==> src/logic/adcr_regs.svh <==
// Register offsets, bit positions and reset values of the acquisition
// control register block. Assumes 16-bit registers at byte offsets.
`ifndef ADCR_REGS_SVH
`define ADCR_REGS_SVH

// ----------------------------------------------------------------
// Offsets
// ----------------------------------------------------------------
`define ADCR_ADDR_W 4
`define ADCR_OFS_CTRL 4'h6
`define ADCR_OFS_IRQ 4'h8

// ----------------------------------------------------------------
// Control/status word fields
// ----------------------------------------------------------------
`define ADCR_MODE_MSB 2
`define ADCR_MODE_LSB 0
`define ADCR_CLK_BIT 3
`define ADCR_TRSRC_BIT 4
`define ADCR_EDGE_BIT 6
`define ADCR_CAL_BIT 7
`define ADCR_TCF_BIT 14
`define ADCR_TRGF_BIT 15

// ----------------------------------------------------------------
// Interrupt/FIFO word fields
// ----------------------------------------------------------------
`define ADCR_INTF_BIT 0
`define ADCR_AI_EMPTY_BIT 8
`define ADCR_AI_HALF_BIT 9
`define ADCR_AI_FULL_BIT 10
`define ADCR_AI_CLR_BIT 11
`define ADCR_AO_EMPTY_BIT 12
`define ADCR_AO_HALF_BIT 13
`define ADCR_AO_FULL_BIT 14
`define ADCR_AO_CLR_BIT 15
`define ADCR_BE_LOW 0
`define ADCR_BE_HIGH 1

// ----------------------------------------------------------------
// Sample word and reset values
// ----------------------------------------------------------------
`define ADCR_TAG_BIT 15
`define ADCR_WORD_ZERO 16'h0000
`define ADCR_MODE_RESET 3'h0
`define ADCR_BIT_RESET 1'b0

`endif

==> src/logic/adcr_pkg.sv <==
// Types shared by the acquisition control register block.
// Assumes adcr_regs.svh for field positions.
package adcr_pkg;

    // Acquisition modes as encoded in the mode field
    typedef enum logic [2:0] {
        ADCR_MODE_SINGLE = 3'h0,
        ADCR_MODE_PACER = 3'h1,
        ADCR_MODE_POST = 3'h2,
        ADCR_MODE_DELAY = 3'h3,
        ADCR_MODE_ABOUT = 3'h4
    } adcr_mode_e;

    // One register access from the host side
    typedef struct packed {
        logic rd;
        logic wr;
        logic [3:0] addr;
        logic [1:0] be;
        logic [15:0] wdata;
    } adcr_bus_req_s;

    // Level flags of one FIFO
    typedef struct packed {
        logic empty;
        logic half;
        logic full;
    } adcr_fifo_flags_s;

endpackage

==> src/logic/adcr_pin_edge.sv <==
// Two-stage synchroniser with rising and falling edge pulses.
// Assumes an asynchronous pin and one system clock.
`timescale 1ns/100ps
`default_nettype none
module adcr_pin_edge
    import adcr_pkg::*;
(
    // Clock and reset
    input wire logic clock,
    input wire logic reset,
    // Pin and edges
    input wire logic pin,
    output logic rise,
    output logic fall
);

    typedef struct packed {
        logic meta;
        logic sync;
        logic last;
    } adcr_edge_s;

    adcr_edge_s st;
    adcr_edge_s next_st;

    // Only the second stage and its delayed copy feed the edge compare
    always_comb begin
        next_st = st;
        next_st.meta = pin;
        next_st.sync = st.meta;
        next_st.last = st.sync;
    end

    always_ff @(posedge clock) begin
        if (reset) begin
            st <= '0;
        end else begin
            st <= next_st;
        end
    end

    assign rise = st.sync & ~st.last;
    assign fall = ~st.sync & st.last;

endmodule
`default_nettype wire

==> src/logic/adcr_sticky_flag.sv <==
// Sticky event flag that software may force set or clear.
// Assumes set and write strobes come from the same clock.
`timescale 1ns/100ps
`default_nettype none
module adcr_sticky_flag
    import adcr_pkg::*;
(
    // Clock and reset
    input wire logic clock,
    input wire logic reset,
    // Sources
    input wire logic hw_set,
    input wire logic sw_write,
    input wire logic sw_value,
    // Results
    output logic flag,
    output logic event_pulse
);

    typedef struct packed {
        logic flag;
    } adcr_flag_s;

    adcr_flag_s st;
    adcr_flag_s next_st;

    // Hardware set wins over a software clear in the same cycle
    always_comb begin
        next_st = st;
        if (sw_write) begin
            next_st.flag = sw_value;
        end
        if (hw_set) begin
            next_st.flag = 1'b1;
        end
    end

    always_ff @(posedge clock) begin
        if (reset) begin
            st <= '0;
        end else begin
            st <= next_st;
        end
    end

    assign flag = st.flag;
    // A software write of one acts like the real event
    assign event_pulse = hw_set | (sw_write & sw_value);

endmodule
`default_nettype wire

==> src/logic/adcr_top.sv <==
// Acquisition control/status and interrupt/FIFO clear register block.
// Assumes a 16-bit host register port with byte enables on the same
// clock, and FIFO flags and interrupt level from logic on that clock.
//
// Functional notes
// - Mode field bits 2..0: single, pacer, post, delay, about trigger.
// - Clock source bit picks internal tick or external sample clock pin.
// - Trigger source bit picks digital pin or analog threshold trigger.
// - Edge bit selects rising edge at 0, falling edge at 1.
// - Calibration bit 7 reroutes inputs 0, 2, 4, 6 for self test.
// - Terminal count flag bit 14 sets when DMA count ends.
// - Writing one to terminal count flag acts as real terminal count.
// - Trigger flag bit 15 sets on a conversion trigger event.
// - Writing one to trigger flag acts as a real trigger.
// - Any write to low byte at offset 8 clears the interrupt.
// - Writing zero to bit 15 at offset 8 empties output FIFO.
// - Offset 8 reads interrupt flag and both FIFO level flags.
// - Stored sample bit 15 tells whether it came after the trigger.
`include "adcr_regs.svh"
`timescale 1ns/100ps
`default_nettype none
module adcr_top
    import adcr_pkg::*;
(
    // Clock and reset
    input wire logic clock,
    input wire logic reset,
    // Host register port
    input wire adcr_bus_req_s bus_req,
    output logic [15:0] bus_rdata,
    output logic bus_rvalid,
    // Sample timing
    input wire logic internal_sample_tick,
    input wire logic ext_sample_clock_pin,
    output logic sample_tick,
    // Trigger inputs and events
    input wire logic digital_trigger_pin,
    input wire logic analog_trigger_pin,
    output logic trigger_event,
    // DMA terminal count
    input wire logic dma_terminal_count,
    output logic terminal_event,
    // Mode and calibration routing
    output adcr_mode_e acq_mode_field,
    output logic trigger_mode_active,
    output logic calibration_routing_bit,
    // Interrupt and FIFO service
    input wire logic irq_pending,
    output logic irq_clear,
    input wire adcr_fifo_flags_s in_fifo_flags,
    input wire adcr_fifo_flags_s out_fifo_flags,
    output logic input_fifo_clear,
    output logic output_fifo_clear,
    // Conversion words
    input wire logic sample_valid,
    input wire logic [14:0] sample_data,
    output logic [15:0] stored_word,
    output logic stored_valid
);

    // ----------------------------------------------------------------
    // State
    // ----------------------------------------------------------------
    // Clear strobes and read data are registered so those outputs never glitch
    typedef struct packed {
        adcr_mode_e mode;
        logic clk_src;
        logic trg_src;
        logic trg_edge;
        logic cal;
        logic [15:0] rdata;
        logic rvalid;
        logic [15:0] word;
        logic word_valid;
        logic irq_clr;
        logic in_clr;
        logic out_clr;
    } adcr_state_s;

    adcr_state_s st;
    adcr_state_s next_st;

    // ----------------------------------------------------------------
    // Decode of the host access
    // ----------------------------------------------------------------
    logic hit_ctrl;
    logic hit_irq;
    logic wr_ctrl_lo;
    logic wr_ctrl_hi;
    logic wr_irq_lo;
    logic wr_irq_hi;

    // Byte enables gate each half so a byte write leaves the other alone
    assign hit_ctrl = (bus_req.addr == `ADCR_OFS_CTRL);
    assign hit_irq = (bus_req.addr == `ADCR_OFS_IRQ);
    assign wr_ctrl_lo = bus_req.wr & hit_ctrl & bus_req.be[`ADCR_BE_LOW];
    assign wr_ctrl_hi = bus_req.wr & hit_ctrl & bus_req.be[`ADCR_BE_HIGH];
    assign wr_irq_lo = bus_req.wr & hit_irq & bus_req.be[`ADCR_BE_LOW];
    assign wr_irq_hi = bus_req.wr & hit_irq & bus_req.be[`ADCR_BE_HIGH];

    // ----------------------------------------------------------------
    // Pin synchronisers
    // ----------------------------------------------------------------
    logic ext_clk_rise;
    logic dig_rise;
    logic dig_fall;
    logic ana_rise;
    logic ana_fall;

    // Edges appear one to two cycles after the pin moves, so a pin
    // pulse shorter than one clock period may be missed. A pin held
    // high through reset gives one rising edge shortly after release.
    // External sample clock, only its rising edge is used
    adcr_pin_edge u_ext_clk (
        .clock(clock),
        .reset(reset),
        .pin(ext_sample_clock_pin),
        .rise(ext_clk_rise),
        .fall()
    );

    // Digital trigger pin, both edges kept for the edge select
    adcr_pin_edge u_dig_trg (
        .clock(clock),
        .reset(reset),
        .pin(digital_trigger_pin),
        .rise(dig_rise),
        .fall(dig_fall)
    );

    // Analog threshold trigger, handled like a pin
    adcr_pin_edge u_analog_trigger_pin (
        .clock(clock),
        .reset(reset),
        .pin(analog_trigger_pin),
        .rise(ana_rise),
        .fall(ana_fall)
    );

    // ----------------------------------------------------------------
    // Timing and trigger selection
    // ----------------------------------------------------------------
    logic sel_rise;
    logic sel_fall;
    logic hw_trigger;

    // Selection is combinational, so a source change costs at most one edge
    // External clock counts on its rising edge only
    assign sample_tick = st.clk_src ? ext_clk_rise : internal_sample_tick;
    assign sel_rise = st.trg_src ? ana_rise : dig_rise;
    assign sel_fall = st.trg_src ? ana_fall : dig_fall;
    assign hw_trigger = st.trg_edge ? sel_fall : sel_rise;

    // ----------------------------------------------------------------
    // Sticky event flags
    // ----------------------------------------------------------------
    logic trg_flag;
    logic tc_flag;

    // Both flags share the high byte write; a write to the low half
    // alone leaves them untouched
    // Trigger flag: real edge or forced by software
    adcr_sticky_flag u_trg_flag (
        .clock(clock),
        .reset(reset),
        .hw_set(hw_trigger),
        .sw_write(wr_ctrl_hi),
        .sw_value(bus_req.wdata[`ADCR_TRGF_BIT]),
        .flag(trg_flag),
        .event_pulse(trigger_event)
    );

    // Terminal count flag: DMA counter end or forced by software
    adcr_sticky_flag u_tc_flag (
        .clock(clock),
        .reset(reset),
        .hw_set(dma_terminal_count),
        .sw_write(wr_ctrl_hi),
        .sw_value(bus_req.wdata[`ADCR_TCF_BIT]),
        .flag(tc_flag),
        .event_pulse(terminal_event)
    );

    // ----------------------------------------------------------------
    // Read words
    // ----------------------------------------------------------------
    logic [15:0] ctrl_word;
    logic [15:0] irq_word;

    // Calibration bit is write only and reads as zero
    always_comb begin
        ctrl_word = `ADCR_WORD_ZERO;
        ctrl_word[`ADCR_MODE_MSB:`ADCR_MODE_LSB] = st.mode;
        ctrl_word[`ADCR_CLK_BIT] = st.clk_src;
        ctrl_word[`ADCR_TRSRC_BIT] = st.trg_src;
        ctrl_word[`ADCR_EDGE_BIT] = st.trg_edge;
        ctrl_word[`ADCR_TCF_BIT] = tc_flag;
        ctrl_word[`ADCR_TRGF_BIT] = trg_flag;
    end

    // Interrupt pending and the six FIFO level flags
    // Levels pass as they stand; the read register captures them
    always_comb begin
        irq_word = `ADCR_WORD_ZERO;
        irq_word[`ADCR_INTF_BIT] = irq_pending;
        irq_word[`ADCR_AI_EMPTY_BIT] = in_fifo_flags.empty;
        irq_word[`ADCR_AI_HALF_BIT] = in_fifo_flags.half;
        irq_word[`ADCR_AI_FULL_BIT] = in_fifo_flags.full;
        irq_word[`ADCR_AO_EMPTY_BIT] = out_fifo_flags.empty;
        irq_word[`ADCR_AO_HALF_BIT] = out_fifo_flags.half;
        irq_word[`ADCR_AO_FULL_BIT] = out_fifo_flags.full;
    end

    // ----------------------------------------------------------------
    // Next state
    // ----------------------------------------------------------------
    always_comb begin
        next_st = st;
        next_st.rvalid = bus_req.rd;
        next_st.irq_clr = 1'b0;
        next_st.in_clr = 1'b0;
        next_st.out_clr = 1'b0;
        next_st.word_valid = 1'b0;
        // Control fields live in the low byte
        if (wr_ctrl_lo) begin
            next_st.mode = adcr_mode_e'(bus_req.wdata[`ADCR_MODE_MSB:`ADCR_MODE_LSB]);
            next_st.clk_src = bus_req.wdata[`ADCR_CLK_BIT];
            next_st.trg_src = bus_req.wdata[`ADCR_TRSRC_BIT];
            next_st.trg_edge = bus_req.wdata[`ADCR_EDGE_BIT];
            next_st.cal = bus_req.wdata[`ADCR_CAL_BIT];
        end
        // Data written to the low byte does not matter
        if (wr_irq_lo) begin
            next_st.irq_clr = 1'b1;
        end
        // FIFO clears are active low bits in the high byte
        if (wr_irq_hi) begin
            next_st.in_clr = ~bus_req.wdata[`ADCR_AI_CLR_BIT];
            next_st.out_clr = ~bus_req.wdata[`ADCR_AO_CLR_BIT];
        end
        // Read data is captured only on a read and holds until the next
        // Unmapped reads answer zero rather than stale data
        if (bus_req.rd) begin
            if (hit_ctrl) begin
                next_st.rdata = ctrl_word;
            end else if (hit_irq) begin
                next_st.rdata = irq_word;
            end else begin
                next_st.rdata = `ADCR_WORD_ZERO;
            end
        end
        // Tag each sample with the trigger flag as it is stored
        if (sample_valid) begin
            next_st.word = {trg_flag, sample_data};
            next_st.word_valid = 1'b1;
        end
    end

    // ----------------------------------------------------------------
    // State register
    // ----------------------------------------------------------------
    always_ff @(posedge clock) begin
        if (reset) begin
            st.mode <= adcr_mode_e'(`ADCR_MODE_RESET);
            st.clk_src <= `ADCR_BIT_RESET;
            st.trg_src <= `ADCR_BIT_RESET;
            st.trg_edge <= `ADCR_BIT_RESET;
            st.cal <= `ADCR_BIT_RESET;
            st.rdata <= `ADCR_WORD_ZERO;
            st.rvalid <= 1'b0;
            st.word <= `ADCR_WORD_ZERO;
            st.word_valid <= 1'b0;
            st.irq_clr <= 1'b0;
            st.in_clr <= 1'b0;
            st.out_clr <= 1'b0;
        end else begin
            st <= next_st;
        end
    end

    // ----------------------------------------------------------------
    // Outputs
    // ----------------------------------------------------------------
    // Trigger based modes are the ones that need the flags cleared first
    assign acq_mode_field = st.mode;
    assign trigger_mode_active = (st.mode == ADCR_MODE_POST) |
                                 (st.mode == ADCR_MODE_DELAY) |
                                 (st.mode == ADCR_MODE_ABOUT);
    assign calibration_routing_bit = st.cal;
    assign bus_rdata = st.rdata;
    assign bus_rvalid = st.rvalid;
    // Clear strobes last one cycle; the FIFO and interrupt logic act on them
    assign irq_clear = st.irq_clr;
    assign input_fifo_clear = st.in_clr;
    assign output_fifo_clear = st.out_clr;
    assign stored_word = st.word;
    assign stored_valid = st.word_valid;

endmodule
`default_nettype wire

==> config.mk <==
export PLATFORM = sky130hd
export DESIGN_NAME = adcr_top
export DESIGN_NICKNAME = d
export VERILOG_FILES = /design/src/logic/adcr_pkg.sv /design/src/logic/adcr_pin_edge.sv /design/src/logic/adcr_sticky_flag.sv /design/src/logic/adcr_top.sv
export VERILOG_INCLUDE_DIRS = /design/src /design/src/logic
export SDC_FILE = /design/constraint.sdc
export NUM_CORES = 1
export LEC_CHECK = 0
export ABC_CLOCK_PERIOD_IN_PS = 2600
export BUFFER_PORTS_ARGS = -buffer_cell sky130_fd_sc_hd__buf_4
export CAP_MARGIN = 0
export CORE_MARGIN = 2
export CORE_UTILIZATION = 25
export CTS_CLUSTER_DIAMETER = 30
export CTS_CLUSTER_SIZE = 16
export DETAILED_ROUTE_END_ITERATION = 16
export PLACE_DENSITY_LB_ADDON = 0.15
export SLEW_MARGIN = 20
export SYNTH_ARGS = -nofsm -noshare
export SYNTH_HDL_FRONTEND = slang
export SYNTH_SLANG_ARGS = --single-unit
==> constraint.sdc <==
create_clock -name clock -period 2.6 [get_ports clock]
set_input_delay 0.39 -clock clock [delete_from_list [all_inputs] [get_ports clock]]
set_output_delay 0.39 -clock clock [all_outputs]
set_load 0.01 [all_outputs]
==> flow_summary_export.csv <==
group,metric,value,unit
status,outcome,"complete, no violations",
critical_path,r2r_slack,1460,ps
critical_path,worstPathArrival,1430,ps
run,cap_violations,0,
final_layout,final_core_util,36.3,%
route,vias_per_cell,4.30,
power,ir_worst_vdd,247,µV
timing,setup_viol,0,
critical_path,cp-end-kind,"output pin",
timing,fin_tns_setup,0,ps
timing,maxSlewHeadroom,62.1,%
synthesis,yosysSeqAreaShare,52.3,%
hold_path,hp-class,"primary input to flip-flop",
hold_path,hold_depth,2,
timing,max_freq,0.549,GHz
clock_network,cts-root-buf,"clkbuf_8",
critical_path,cp_max_fo,3,
placement,placed_area,2680,µm²
route,ant_nets,0,
timing,hold_viol_final,0,
clock_network,cts_buffers,5,
synthesis,syn_inst,205,
route,first_pass_iters,4,
global_routing,gr-total-overflow,0,
die,io_pins,99,
critical_path,critPathRequiredTime,2210,ps
power,total_power,1600,µW
clock_network,cts_tree,"yes",
critical_path,crit_type,"flip-flop to output pin",
timing,period_share,70.1,%
synthesis,syn_area_per_cell,9.71,µm²
clock_network,clkSlewWorstSetupHoldPaths,100,ps
synthesis,synth_ff_type,"dfxtp_1",
final_layout,drive_gt1_share,35.8,%
final_layout,final_cell_mix,"buf_4 (89), dfxtp_1 (52), nor2_1 (19)",
final_layout,layoutNonFillerInstCount,387,
timing,report.final.slew_viol_count,0,
route,dr.first_iter.drc_count,32,
die,row_count,32,
synthesis,synth_edf_count,0,
timing,rsz0062_at_grt,"false",
route,wl_per_cell,13.0,µm
critical_path,worstSetupStartpointType,"flip-flop",
route,wl,5040,µm
clock_network,clockBufferDepth,2,
global_routing,grt_pass1_vias,1627,
placement,dp.cells,379,
synthesis,yosysUniqueCellTypes,32,
clock_network,hold_buffers,0,
synthesis,yosysWarningCount,0,
power,cellPowerDensity,571,nW/µm²
clock_network,cts_resized,0,
hold_path,hp-start,"bus_req[11]",
clock_network,clock_latency,300,ps
die,initial_utilization,25.8,%
critical_path,regToRegStartpoint,"u_analog_trigger_pin.next_st[0]",
clock_network,cts_htree_levels,2,
final_layout,diodes,0,
power,cellLeakagePower,0.00121,µW
global_routing,grt_pass1_wl,8100,µm
hold_path,hold_end,"input_fifo_clear",
synthesis,synth_area,1990,µm²
route,drc,0,
global_routing,antenna_found_initial,0,
final_layout,postLayoutCellArea,2800,µm²
timing,period_needed,1820,ps
placement,dpl.hpwl,3500,µm
route,dr_total_vias,1666,
synthesis,synth-async-reset-ratio,0,%
global_routing,grt_start_max_net_pins,52,
die,fp.dieH,93.2,µm
timing,finalClockSkew,6.63,ps
die,core_area,7730,µm²
final_layout,synthToLayoutAreaGrowth,40.8,%
final_layout,final_common_cell,"buf_4",
clock_network,cts_setup_buffers,0,
placement,io_buffers,89,
die,die_w,93.2,µm
clock_network,cts_sinks,52,
final_layout,nNetsFinal,338,
critical_path,reg2regPathDepth,3,
critical_path,reg2reg_to,"u_trg_flag.flag",
placement,gp_congestion,0.717,
die,fp.dieArea,8690,µm²
synthesis,synth_seq_cells,52,
global_routing,grt_use_total,11.9,%
timing,tightestPinTransition,568,ps
[cells in the mapped netlist, types with 2 or more instances]
cell type | n | area share, %
buf_4 | 7 | 2.6
a32oi_1 | 2 | 0.88
buf_2 | 6 | 1.5
o32ai_1 | 6 | 2.6
inv_1 | 7 | 1.3
nand3_1 | 13 | 3.3
a21oi_1 | 13 | 3.3
nor2b_1 | 11 | 3.5
nand2b_1 | 11 | 3.5
mux2i_1 | 16 | 8.0
clkbuf_1 | 5 | 0.94
nor3_1 | 2 | 0.50
o22ai_1 | 2 | 0.63
nor2_1 | 19 | 3.6
o21ai_0 | 8 | 2.0
nand2_1 | 10 | 1.9
dfxtp_1 | 52 | 52
[flip-flops by register name, indices dropped and copies added, names as in the netlist]
name                          cells
stored_word                      16
bus_rdata                        13
acq_mode_field                    3
ctrl_word                         3
u_analog_trigger_pin.next_st      2
u_dig_trg.next_st                 2
u_ext_clk.next_st                 2
bus_rvalid                        1
calibration_routing_bit           1
input_fifo_clear                  1
irq_clear                         1
output_fifo_clear                 1
stored_valid                      1
u_analog_trigger_pin.st           1
u_dig_trg.st                      1
u_ext_clk.st                      1
u_tc_flag.flag                    1
u_trg_flag.flag                   1
[critical path: stages, from the launching register on]
cell and delay, ps:
dfxtp_1 330, nand2b_1 130, mux4_2 480, nand2_1 80
buf_4 120
[cell families (layout without fill, tap and decap cells)]
logic type      after synthesis  in the layout  share of synthesized area, %
other cells                   1              3                         0.188
buf+inv                      26            104                          6.98
flops                        52             52                          52.3
compound gates               35             35                          11.1
mux                          18             18                          9.74
simple gates                 73             73                          19.7
[worst max path at each step]
stage	start	end	slack, ps	cells past startpoint
2_1_floorplan	u_analog_trigger_pin.next_st[0]	trigger_event	1220	3
3_3_place_gp	bus_req[21]	terminal_event	860	4
3_5_place_dp	bus_req[21]	terminal_event	870	4
4_1_cts	u_analog_trigger_pin.next_st[0]	trigger_event	740	4
5_1_grt	u_analog_trigger_pin.next_st[0]	trigger_event	670	4
6_report	u_analog_trigger_pin.next_st[0]	trigger_event	780	4
[final cells by class]
cell class,count,area [µm²]
Sequential cell,52,1040
Tap cell,102,128
Clock inverter,2,38.8
Clock buffer,6,82.6
Multi-Input combinational cell,129,818
Inverter,7,26.3
Fill cell,818,4920
Timing Repair Buffer,89,668
[per-layer routing]
layer  global-route usage [%]  wire (µm)
met5                        0          0
met4                     4.41         49
met3                     3.06        281
met2                     19.8       2510
met1                     14.9       2200
[through the flow]
stage | worst slack (ps) | hold WS (ps)
2_1_floorplan | 1220 | 414
3_3_place_gp | 862 | 426
3_5_place_dp | 865 | 423
4_1_cts | 741 | 214
5_1_grt | 670 | 231
6_report | 778 | 235
[report_power, final]
| part | internal [µW] | total [µW] | leakage, µW | switching (µW) |
|---|---|---|---|---|
| clock network | 315 | 584 | 0.0000614 | 269 |
| registers | 822 | 834 | 0.000425 | 12.4 |
| logic | 100 | 181 | 0.000727 | 81.1 |
| total | 1240 | 1600 | 0.00121 | 363 |
No activity file was read; power rests on OpenSTA's default activity.
